===== src/inc/pfswc_pkg.sv =====
// Package: register map, field positions, reset values and timing for the flash self-write controller
package pfswc_pkg;
    // Register word offsets (byte addresses, one aligned word each)
    localparam logic [7:0] PFSWC_ADDR_LOW_OFS  = 8'h00;
    localparam logic [7:0] PFSWC_ADDR_HIGH_OFS = 8'h04;
    localparam logic [7:0] PFSWC_DATA_LOW_OFS  = 8'h08;
    localparam logic [7:0] PFSWC_DATA_HIGH_OFS = 8'h0c;
    localparam logic [7:0] PFSWC_CONTROL_OFS   = 8'h10;
    localparam logic [7:0] PFSWC_UNLOCK_OFS    = 8'h14;
    localparam logic [7:0] PFSWC_STATUS_OFS    = 8'h18;
    // Control register bit positions
    localparam int PFSWC_RD_BIT   = 0;
    localparam int PFSWC_WR_BIT   = 1;
    localparam int PFSWC_WRITE_ENABLE_BIT_BIT = 2;
    localparam int PFSWC_ERR_BIT  = 3;
    localparam int PFSWC_LATCH_ONLY_BIT = 5;
    localparam int PFSWC_FREE_BIT = 4;
    localparam int PFSWC_CONFIG_SPACE_SELECT_BIT = 6;
    // Status register bit positions
    localparam int PFSWC_STALL_BIT = 0;
    localparam int PFSWC_SLOT_BIT  = 1;
    // Unlock key bytes
    localparam logic [7:0] PFSWC_KEY1 = 8'h55;
    localparam logic [7:0] PFSWC_KEY2 = 8'haa;
    // Flash geometry
    localparam int PFSWC_WORD_W   = 14;
    localparam int PFSWC_ADDR_W   = 15;
    localparam int PFSWC_LATCH_N  = 32;
    localparam int PFSWC_LATCH_AW = 5;
    localparam logic [13:0] PFSWC_BLANK = 14'h3fff;
    // Forced idle slots after a start bit
    localparam logic [1:0] PFSWC_IDLE_SLOTS = 2'h2;
    // Erase/program time
    localparam int PFSWC_CLK_HZ  = 40_000_000;
    localparam int PFSWC_OP_MS   = 2;
    localparam int PFSWC_OP_CYC  = PFSWC_CLK_HZ / 1000 * PFSWC_OP_MS;
    // Controller states
    typedef enum logic [2:0] {
        PFSWC_IDLE  = 3'b000,
        PFSWC_RSLOT = 3'b001,
        PFSWC_WSLOT = 3'b010,
        PFSWC_BUSY  = 3'b011,
        PFSWC_DONE  = 3'b100
    } pfswc_state_t;
    // Operation kinds
    typedef enum logic [1:0] {
        PFSWC_OP_LOAD  = 2'b00,
        PFSWC_OP_PROG  = 2'b01,
        PFSWC_OP_ERASE = 2'b10
    } pfswc_op_t;
endpackage


===== src/verilog/pfswc_unlock.sv =====
// Unlock key detector: 55h, AAh, then write-start, on consecutive accesses
`timescale 1ns/1ps
module pfswc_unlock
    import pfswc_pkg::*;
(
    input  wire logic       clk_i,
    input  wire logic       rst_i,
    input  wire logic       acc_i,
    input  wire logic       key_wr_i,
    input  wire logic [7:0] key_i,
    input  wire logic       start_i,
    input  wire logic       abort_i,
    output logic            armed_o
);
    typedef struct packed {
        logic [1:0] step;
    } pfswc_unl_t;

    pfswc_unl_t s_q;
    pfswc_unl_t s_d;

    // Any other access, or an abort, drops the partial key
    always_comb begin
        s_d = s_q;
        if (abort_i) begin
            s_d.step = 2'h0;
        end else if (acc_i) begin
            if (key_wr_i && key_i == PFSWC_KEY1) begin
                s_d.step = 2'h1;
            end else if (key_wr_i && key_i == PFSWC_KEY2 && s_q.step == 2'h1) begin
                s_d.step = 2'h2;
            end else begin
                s_d.step = 2'h0;
            end
        end
    end

    assign armed_o = (s_q.step == 2'h2) && start_i && !abort_i;

    always_ff @(posedge clk_i) begin
        if (rst_i) begin
            s_q <= '0;
        end else begin
            s_q <= s_d;
        end
    end
endmodule // pfswc_unlock


===== src/verilog/pfswc_ctrl.sv =====
// Flash self-write controller: register slave, read slot, unlock, latches, erase/program
// Functional notes
// - Read takes the second instruction slot after read-start is set.
// - Read data lands in the data pair the next cycle.
// - Data pair holds value until next read or software write.
// - Erase, latch load, program happen only after an unbroken unlock.
// - Setting write-start forces two idle instruction slots.
// - Erase or program stalls the core about 2 ms, then continues.
// - Latch-only load forces two idle slots then no stall.
// - Erase is whole-row only, after erase-select, write-enable and unlock.
// - Core halts, clocks run; resumes third instruction after the write.
// - Programming never erases automatically.
// - Upper ten address bits select row, low five select latch.
// - One program writes at most 32 latch words.
// - Latches return to 3FFFh after every write or erase.
// - Latch-only set loads one latch; clear programs all latches.
// - Broken unlock starts neither latch load nor programming.
// - Start bits set-only by software, cleared by hardware at completion.
// - Erase and write need write-enable; it is clear after reset.
// - Unlock register is write-only and reads as zero.
// - Reset during a write sets the write-error flag.
//
// Chosen here: the register offsets and the Wishbone register port.
`timescale 1ns/1ps
module pfswc_ctrl
    import pfswc_pkg::*;
#(
    parameter int OP_CYCLES = PFSWC_OP_CYC,
    parameter int LATCH_N   = PFSWC_LATCH_N
) (
    input  wire logic                    clk_i,
    input  wire logic                    rst_i,
    // Wishbone classic slave
    input  wire logic                    cyc_i,
    input  wire logic                    stb_i,
    input  wire logic                    we_i,
    input  wire logic [7:0]              adr_i,
    input  wire logic [3:0]              sel_i,
    input  wire logic [31:0]             dat_i,
    output logic      [31:0]             dat_o,
    output logic                         ack_o,
    // Core side
    input  wire logic                    irq_taken_i,
    output logic                         idle_slot_o,
    output logic                         stall_o,
    // Flash array port
    output logic                         fl_rd_o,
    output logic                         fl_erase_o,
    output logic                         fl_prog_o,
    output logic [PFSWC_ADDR_W-1:0]      fl_addr_o,
    output logic [LATCH_N*PFSWC_WORD_W-1:0] fl_wdata_o,
    input  wire logic [PFSWC_WORD_W-1:0] fl_rdata_i
);
    localparam int CNT_W = $clog2(OP_CYCLES + 1);

    typedef struct packed {
        pfswc_state_t       st;
        pfswc_op_t          op;
        logic [7:0]         adr_lo;
        logic [6:0]         adr_hi;
        logic [7:0]         dat_lo;
        logic [5:0]         dat_hi;
        logic               rd;
        logic               wr;
        logic               write_enable_bit;
        logic               err;
        logic               free;
        logic               latch_only;
        logic               config_space_select;
        logic [1:0]         slots;
        logic [CNT_W-1:0]   cnt;
        logic               ack;
        logic [31:0]        rdat;
        logic               fl_rd;
        logic               fl_erase;
        logic               fl_prog;
        logic               clr_latch;
        logic               skip;
    } pfswc_reg_t;

    pfswc_reg_t s_q;
    pfswc_reg_t s_d;

    // Latch bank sits outside the struct: it is memory, not control state
    logic [PFSWC_WORD_W-1:0] latch_q [LATCH_N];
    logic                    ld_latch;
    logic                    boot_q;

    logic                    req;
    logic                    wr_acc;
    logic                    ctl_wr;
    logic                    key_wr;
    logic                    start_set;
    logic                    armed;
    logic [PFSWC_ADDR_W-1:0] addr;
    logic [31:0]             ctl_word;

    // A new request is taken once; ack drops the cycle after it was given
    assign req    = cyc_i && stb_i && !s_q.ack;
    assign wr_acc = req && we_i && sel_i[0];
    assign ctl_wr = wr_acc && adr_i == PFSWC_CONTROL_OFS;
    assign key_wr = wr_acc && adr_i == PFSWC_UNLOCK_OFS;
    assign start_set = ctl_wr && dat_i[PFSWC_WR_BIT] && !s_q.wr && s_q.st == PFSWC_IDLE;
    assign addr   = {s_q.adr_hi, s_q.adr_lo};

    pfswc_unlock u_unlock (
        .clk_i    (clk_i),
        .rst_i    (rst_i),
        .acc_i    (req),
        .key_wr_i (key_wr),
        .key_i    (dat_i[7:0]),
        .start_i  (start_set),
        .abort_i  (irq_taken_i),
        .armed_o  (armed)
    );

    assign ctl_word = {25'h0, s_q.config_space_select, s_q.latch_only, s_q.free, s_q.err, s_q.write_enable_bit, s_q.wr, s_q.rd};

    // Next-state: bus slave, sequencer and flash strobes
    always_comb begin
        s_d           = s_q;
        s_d.ack       = req;
        s_d.fl_rd     = 1'b0;
        s_d.fl_erase  = 1'b0;
        s_d.fl_prog   = 1'b0;
        s_d.clr_latch = 1'b0;
        ld_latch      = 1'b0;
        // Register reads; unmapped and unlock offsets answer zero
        if (req && !we_i) begin
            unique case (adr_i)
                PFSWC_ADDR_LOW_OFS:  s_d.rdat = {24'h0, s_q.adr_lo};
                PFSWC_ADDR_HIGH_OFS: s_d.rdat = {25'h0, s_q.adr_hi};
                PFSWC_DATA_LOW_OFS:  s_d.rdat = {24'h0, s_q.dat_lo};
                PFSWC_DATA_HIGH_OFS: s_d.rdat = {26'h0, s_q.dat_hi};
                PFSWC_CONTROL_OFS:   s_d.rdat = ctl_word;
                PFSWC_STATUS_OFS:    s_d.rdat = {30'h0, idle_slot_o, stall_o};
                default:             s_d.rdat = 32'h0;
            endcase
        end
        // Register writes (low byte lane carries the data)
        if (wr_acc) begin
            unique case (adr_i)
                PFSWC_ADDR_LOW_OFS:  s_d.adr_lo = dat_i[7:0];
                PFSWC_ADDR_HIGH_OFS: s_d.adr_hi = dat_i[6:0];
                PFSWC_DATA_LOW_OFS:  s_d.dat_lo = dat_i[7:0];
                PFSWC_DATA_HIGH_OFS: s_d.dat_hi = dat_i[5:0];
                PFSWC_CONTROL_OFS: begin
                    s_d.write_enable_bit = dat_i[PFSWC_WRITE_ENABLE_BIT_BIT];
                    s_d.free = dat_i[PFSWC_FREE_BIT];
                    s_d.latch_only = dat_i[PFSWC_LATCH_ONLY_BIT];
                    s_d.config_space_select = dat_i[PFSWC_CONFIG_SPACE_SELECT_BIT];
                    // Error flag only clears by software writing zero
                    s_d.err  = s_q.err & dat_i[PFSWC_ERR_BIT];
                    // Start bits: writing one sets, writing zero is ignored
                    if (dat_i[PFSWC_RD_BIT]) s_d.rd = 1'b1;
                end
                default: ;
            endcase
        end
        unique case (s_q.st)
            PFSWC_IDLE: begin
                if (ctl_wr && dat_i[PFSWC_RD_BIT] && !dat_i[PFSWC_CONFIG_SPACE_SELECT_BIT]) begin
                    // Read steals the second slot after read-start
                    s_d.st    = PFSWC_RSLOT;
                    s_d.slots = PFSWC_IDLE_SLOTS;
                end else if (start_set) begin
                    s_d.wr    = 1'b1;
                    s_d.slots = PFSWC_IDLE_SLOTS;
                    s_d.st    = PFSWC_WSLOT;
                    // Without a clean unlock and write-enable nothing happens,
                    // but the two forced idle slots still run
                    s_d.skip  = !armed || !dat_i[PFSWC_WRITE_ENABLE_BIT_BIT] || dat_i[PFSWC_CONFIG_SPACE_SELECT_BIT];
                    if (s_d.skip) begin
                        s_d.op = PFSWC_OP_LOAD;
                    end else if (dat_i[PFSWC_FREE_BIT]) begin
                        s_d.op = PFSWC_OP_ERASE;
                    end else if (dat_i[PFSWC_LATCH_ONLY_BIT]) begin
                        s_d.op = PFSWC_OP_LOAD;
                    end else begin
                        s_d.op = PFSWC_OP_PROG;
                    end
                end else if (s_q.rd) begin
                    s_d.rd = 1'b0;
                end
            end
            PFSWC_RSLOT: begin
                s_d.slots = s_q.slots - 2'h1;
                if (s_q.slots == PFSWC_IDLE_SLOTS) begin
                    s_d.fl_rd = 1'b1;
                end else begin
                    // Flash word captured into the data pair
                    s_d.dat_lo = fl_rdata_i[7:0];
                    s_d.dat_hi = fl_rdata_i[13:8];
                    s_d.rd     = 1'b0;
                    s_d.st     = PFSWC_IDLE;
                end
            end
            PFSWC_WSLOT: begin
                s_d.slots = s_q.slots - 2'h1;
                if (s_q.slots == 2'h1) begin
                    unique case (s_q.op)
                        PFSWC_OP_LOAD: begin
                            ld_latch = !s_q.skip;
                            s_d.st   = PFSWC_DONE;
                        end
                        PFSWC_OP_ERASE: begin
                            s_d.fl_erase = 1'b1;
                            s_d.cnt      = CNT_W'(OP_CYCLES);
                            s_d.st       = PFSWC_BUSY;
                        end
                        default: begin
                            // Final word goes into its latch as the row is written
                            ld_latch    = 1'b1;
                            s_d.fl_prog = 1'b1;
                            s_d.cnt     = CNT_W'(OP_CYCLES);
                            s_d.st      = PFSWC_BUSY;
                        end
                    endcase
                end
            end
            PFSWC_BUSY: begin
                // Core halted, clocks keep running; resume after the count
                s_d.cnt = s_q.cnt - CNT_W'(1);
                if (s_q.cnt == CNT_W'(1)) begin
                    s_d.clr_latch = 1'b1;
                    s_d.st        = PFSWC_DONE;
                end
            end
            PFSWC_DONE: begin
                s_d.wr = 1'b0;
                s_d.st = PFSWC_IDLE;
            end
            default: s_d.st = PFSWC_IDLE;
        endcase
    end

    // Idle slots while a start is pending; stall through the operation
    assign idle_slot_o = s_q.st == PFSWC_RSLOT || s_q.st == PFSWC_WSLOT;
    assign stall_o     = s_q.st == PFSWC_BUSY;
    assign dat_o       = s_q.rdat;
    assign ack_o       = s_q.ack;
    assign fl_rd_o     = s_q.fl_rd;
    assign fl_erase_o  = s_q.fl_erase;
    assign fl_prog_o   = s_q.fl_prog;
    // Erase targets the whole row: latch index bits forced to zero
    assign fl_addr_o   = s_q.fl_erase ? {addr[14:5], 5'h0} : addr;

    genvar gi;
    generate
        for (gi = 0; gi < LATCH_N; gi++) begin : g_lat
            assign fl_wdata_o[gi*PFSWC_WORD_W +: PFSWC_WORD_W] = latch_q[gi];
        end
    endgenerate

    // Control state register; error flag survives reset taken mid-write
    always_ff @(posedge clk_i) begin
        if (rst_i) begin
            s_q      <= '0;
            s_q.st   <= PFSWC_IDLE;
            s_q.op   <= PFSWC_OP_LOAD;
            s_q.err  <= (s_q.st == PFSWC_WSLOT || s_q.st == PFSWC_BUSY) | s_q.err;
            s_q.write_enable_bit <= 1'b0;
        end else begin
            s_q <= s_d;
        end
    end

    // Latch bank: blank on reset and after every erase or program
    always_ff @(posedge clk_i) begin
        boot_q <= rst_i;
        for (int i = 0; i < LATCH_N; i++) begin
            if (boot_q || s_q.clr_latch) begin
                latch_q[i] <= PFSWC_BLANK;
            end else if (ld_latch && addr[PFSWC_LATCH_AW-1:0] == PFSWC_LATCH_AW'(i)) begin
                latch_q[i] <= {s_q.dat_hi, s_q.dat_lo};
            end
        end
    end
endmodule // pfswc_ctrl


===== config.mk =====
export PLATFORM = sky130hd
export DESIGN_NAME = pfswc_ctrl
export DESIGN_NICKNAME = d
export VERILOG_FILES = /design/src/inc/pfswc_pkg.sv /design/src/verilog/pfswc_unlock.sv /design/src/verilog/pfswc_ctrl.sv
export SDC_FILE = /design/constraint.sdc
export NUM_CORES = 1
export LEC_CHECK = 0
export BUFFER_PORTS_ARGS = -buffer_cell sky130_fd_sc_hd__buf_4
export CAP_MARGIN = 30
export CORE_AREA = 2 2 222 224
export DETAILED_ROUTE_END_ITERATION = 10
export DIE_AREA = 0 0 224 226
export GPL_TIMING_DRIVEN = 0
export HOLD_SLACK_MARGIN = 0.15
export PLACE_DENSITY = 0.79
export SLEW_MARGIN = 25
export SYNTH_ARGS = -nofsm -noshare
export SYNTH_HDL_FRONTEND = slang
export SYNTH_SLANG_ARGS = --single-unit

===== constraint.sdc =====
create_clock -name clk_i -period 3.9 [get_ports clk_i]
set_clock_uncertainty 0.1 [all_clocks]
set_input_delay 1.17 -clock clk_i [delete_from_list [all_inputs] [get_ports clk_i]]
set_output_delay 1.17 -clock clk_i [all_outputs]
set_load 0.05 [all_outputs]

# Word level (Yosys, flattened, before mapping)
# Memories as Yosys holds them, arrays and structs flattened.
# Index checks and enable logic that the tools add are counted.
# Widths: inputs -> output; s select.
[classes]
n_addsub = 2
mul = 0
div = 0
magnitude_cmp = 0
eq_ne = 56
n_shift = 0
n_mux = 181
bitwise = 39
n_reduce_logical = 86
[ops]
columns = ["cell", "n"]
rows = [
  ["$mux 14", 33],
  ["$mux 1", 115],
  ["$eq 5x5->1 const B", 16],
  ["$mux 61", 1],
  ["$logic_and 1x1->1", 49],
  ["$pmux 8 s6", 1],
  ["$eq 5x4->1 const B", 8],
  ["$mux 17", 2],
  ["$pmux 17 s2", 1],
  ["$or 1x1->1", 33],
  ["$mux 32", 1],
  ["$mux 15", 2],
  ["$eq 8x5->1 const B", 3],
  ["$eq 5x3->1 const B", 4],
  ["$mux 2", 9],
  ["$eq 17x1->1 const B", 1],
  ["$sub 17x1->17 const B", 1],
  ["$eq 8x4->1 const B", 2],
  ["$mux 3", 5],
  ["$pmux 3 s4", 1],
  ["$eq 5x2->1 const B", 2],
  ["$mux 5", 2],
  ["$reduce_and 2->1", 5],
  ["$reduce_bool 2->1", 5],
  ["30 further kinds", 62],
]
[word_totals]
register_bits = 101
latch_bits = 0
ramBits = 448
mem_bits_ro = 0
inputBits = 64
out_inout_bits = 501
wordCells = 389
mem_count = 1
[memory_table]
columns = ["memory", "depth", "width", "rd", "rd_ports_with_merged_regs", "write_ports", "line", "text"]
rows = [
  ["latch_q", 32, 14, 32, 0, 32, "pfswc_ctrl.sv:85", "logic [PFSWC_WORD_W-1:0] latch_q [LATCH_N];"],
]

# Logic depth before layout (Yosys ltp)
[depth]
ltp_word = 17
mapped_depth = 9
mapped_depth_nobuf = 7

# Cells and area by module
# Synthesis repeated with hierarchy kept, for this count alone.
[unflattened]
cells_unflattened = 1584
area_unflattened_um2 = 21251.6
[by_module_without_submodules]
columns = ["module", "instances", "cells_each", "area_per_inst_um2", "seq_area_each_um2"]
rows = [
  ["pfswc_ctrl", 1, 1570, 21100.2, 14964.4],
  ["pfswc_unlock", 1, 14, 151.4, 40.0],
]

# Worst setup path after synthesis
# No wires, ideal clock.
[synth_timing]
path_type = "in2reg"
startpoint = "input adr_i[3]"
endpoint = "register s_q[95] in the netlist's numbering"
setup_time_ns = 0.121
t_arrival_ns = 2.741
required_ns = 3.679
slack_ns = 0.938
cell_stages = 6
n_path_buf = 1
path_cell_list = "buf_6 > or4_4 > nor4_4 > a21boi_0 > a211oi_2 > mux2_2"
[synth_between]
elab_chain_cells = 7
elab_cells_between_ends = 11
classes_between = "2 x eq/ne; 2 x mux; 7 x reduce/logical"
[synth_lines]
columns = ["item", "line", "text"]
rows = [
  ["from (decl)", "pfswc_ctrl.sv:37", "input wire logic [7:0] adr_i,"],
  ["$eq 8x5->1 *", "pfswc_ctrl.sv:101", "assign ctl_wr = wr_acc && adr_i == PFSWC_CONTROL_OFS;"],
  ["$logic_and 1x1->1 *", "pfswc_ctrl.sv:101", ""],
  ["$logic_and 1x1->1 (3 in series)", "pfswc_ctrl.sv:103", "assign start_set = ctl_wr && dat_i[PFSWC_WR_BIT] && !s_q.wr && s_q.st == PFSWC_IDLE;"],
  ["$ne 3x1->1 (no source line)", "-", ""],
  ["$reduce_and 4->1 (no source line)", "-", ""],
  ["to (decl)", "pfswc_ctrl.sv:81", "pfswc_reg_t s_q;"],
]
# Every way passes the cells marked *; elsewhere a longest branch is shown, timed or not.
# A chain may end at the register's enable or synchronous reset.

==> results.toml <==
[status]
status = "complete, no violations"

[critical_path]
crit_type = "flop to flop"
reg2reg_to = "latch_q[1][114]"
cp_num_buf_inv = 3
path_cells = "clkbuf_1 > nor2b_1 > and3b_1 > nand3_1 > clkbuf_1 > o21ai_1 > buf_4"
r2r-start = "s_q[97]"
arrival_ps = 3690
critPathTopFamily = "buffers and inverters"
crit_path_end = "latch_q[1][114]"
critPathMaxStageDelay_ps = 840
cp_slowest_cell = "o21ai_1"
critical_path_required_ps = 4100
r2r_slack_ps = 420
cp.depth = 7
setup.worst_path.end_class = "flop"
crit_top_cell = "clkbuf_1"
setup.worst_path.start = "s_q[97]"
rr_worst_depth = 7
start_kind = "flop"
path_max_fanout = 10

[timing]
tightestPinTransition_ps = 1067
hold_viol_final = 0
max_freq_mhz = 287.1
fin_ws_ps = 416.4
report.final.slew_viol_count = 0
whs_ps = 366.9
period_share_pct = 89.32
tns_ps = 0
setup_viol = 0
timing.final.crit_period_ps = 3484
slew_headroom_pct = 28.90
rsz0062_at_grt = "false"

[global_route]
grt_overflow_total = 0
antenna_found_initial = 1
grt_pass1_wl_um = 107600
grtUsageTotal_pct = 29.64
grt_pass1_vias = 15710
grt_max_degree = 15

[min_path]
holdCritPathClass = "flop to flop"

[clock_tree]
ctsResizeCount = 0
ctsHoldBuffers = 0
post-cts-setup-buffers = 0
cts_buffer_depth = 3
numCtsBuffers = 52
cts_max_level = 2
clk_pin_slew_worst_paths_ps = 60
cts_tree = "built"
clock_latency_ps = 590
clock-sinks = 525
cts-root-buf = "clkbuf_16"

[power_and_ir_drop]
peakVddDrop_mv = 0.2752
leakagePower_nw = 8.361
report.power.total_mw = 11.60
p_per_area_nw_per_um2 = 416.4

[die]
fp.dieH_um = 226
rows = 81
ios = 565
dieArea_sq_um = 50620
coreArea_sq_um = 48340
die_w_um = 224
start_util_pct = 43.75

[placement]
place_ws_ps = 361.9
gp_congestion = 0.9141
dp_cells = 2741
dp_hpwl_um = 55160
dpl_cell_area_sq_um = 26110
io_buffers = 508

[synthesis]
synth_area_leaders = "edfxtp_1, or3_1, dfxtp_1, clkbuf_1, mux2i_1"
seq_area_frac_synth_pct = 70.94
syn-mean-instance-area_sq_um = 13.44
yosysMostFrequentCell = "or3_1"
yosys_warnings = 0
netlist_area_sq_um = 21150
yosys_register_bits = 525
async_flop_share_pct = 0
synth-edff-count = 449
yosysTopAreaCellShare_pct = 63.75
synth_cells = 1574
ys.flop_type = "edfxtp_1"
yosysUniqueCellTypes = 58
synth.largest_area_cell = "edfxtp_1"
synth_common_cells = "or3_1, edfxtp_1, clkbuf_1, dfxtp_1, nor2_1"

[detailed_routing]
wl_per_cell_um = 27.14
vias_per_cell = 5.732
remaining_drc_errors = 0
first_pass_iters = 6
drtIter0Drc = 1829
vias = 16260
drt-total-wl_um = 77010
ant_nets = 0

[final_layout]
post-route-cell-area_sq_um = 27860
seqCellArea_sq_um = 15000
drive_above_1_share_pct = 31.02
post-route-util_pct = 57.63
layout.cells.non_filler = 2837
fillers = 3770
multi_input_area_sq_um = 5353
antennaDiodeCount = 0
final_nets = 2241
syn_to_final_growth_pct = 31.73

[run]
cap_violations = 0
## layout make-up
| cell class | count | area share, % |
|---|---|---|
| clock inverters | 37 | 1.527 |
| multi-input cells | 851 | 19.21 |
| plain buffers | 212 | 3.471 |
| flip-flops and latches | 525 | 53.85 |
| well taps | 622 | 2.793 |
| clock buffers | 59 | 4.765 |
| inverters | 9 | 0.1213 |
| repair buffers | 522 | 14.26 |
## where the power goes
group	internal, mW	switching (mW)
combinational	0.0778	0.239
clock	3.05	2.17
sequential	6.07	0.00262
## worst min path at each step
stage	startpoint	endpoint	slack, ps	cells after the start
detailed placement	dat_o[0]	dat_o[0]	350	2
CTS	dat_o[6]	dat_o[6]	380	2
global placement	u_unlock.s_q[1]	u_unlock.s_q[1]	350	2
global route	dat_o[4]	dat_o[4]	400	2
finish	dat_o[6]	dat_o[6]	370	2
floorplan	dat_o[0]	dat_o[0]	330	2
## flip-flops by register name, summed over array words and instances, names as in the netlist
signal,flops
boot_q,1
s_q,40
latch_q,448
dat_o,8
u_unlock.s_q,2
fl_prog_o,1
ack_o,1
fl_rd_o,1
fl_erase_o,1
ctl_word,7
addr,15
## worst reg2reg max path: stages, from the launching register on
cell and delay [ps]:
dfxtp_1 300, clkbuf_1 200, nor2b_1 190, and3b_1 290
nand3_1 450, clkbuf_1 550, o21ai_1 850, buf_4 280
## cells in the final DEF, fill, tap and decap left out, types with 10 or more instances in the layout
| cell type | synthesis | layout |
|---|---|---|
| buf_4 | 42 | 554 |
| nor2_1 | 62 | 62 |
| clkinv_1 | 0 | 12 |
| o21ai_0 | 45 | 13 |
| a21oi_1 | 26 | 26 |
| buf_6 | 1 | 10 |
| nand3_1 | 16 | 16 |
| nor2b_1 | 17 | 17 |
| edfxtp_1 | 449 | 449 |
| dfxtp_1 | 76 | 76 |
| o21ai_2 | 0 | 27 |
| clkbuf_16 | 0 | 52 |
| conb_1 | 1 | 24 |
| or3_1 | 453 | 453 |
| a211oi_1 | 17 | 17 |
| nor3_1 | 11 | 11 |
| mux2i_1 | 37 | 37 |
| nand2_1 | 48 | 48 |
| clkbuf_1 | 165 | 170 |
## per-layer routing
metal	up-vias	global-route usage, %	wire length (um)
met3	178	5.699	7633
met1	7953	37.60	28480
met2	1138	50.24	37760
met5	-	0	13
met4	2	11.78	3123
li1	6991	-	-
## kinds of logic (layout without fill, tap and decap cells)
| logic type | Yosys count | count (layout) | synth area share (%) |
|---|---|---|---|
| XOR/XNOR | 15 | 15 | 0.6212 |
| adder cells (fa/ha/maj) | 4 | 4 | 0.2366 |
| buffers and inverters | 221 | 839 | 4.721 |
| other | 1 | 24 | 0.01773 |
| multiplexers | 39 | 39 | 1.858 |
| flip-flops | 525 | 525 | 70.94 |
| AND/OR/NAND/NOR | 654 | 654 | 18.27 |
| AO/OA/AOI/OAI | 115 | 115 | 3.337 |
Note: power is estimated with default switching activity, not from simulation.
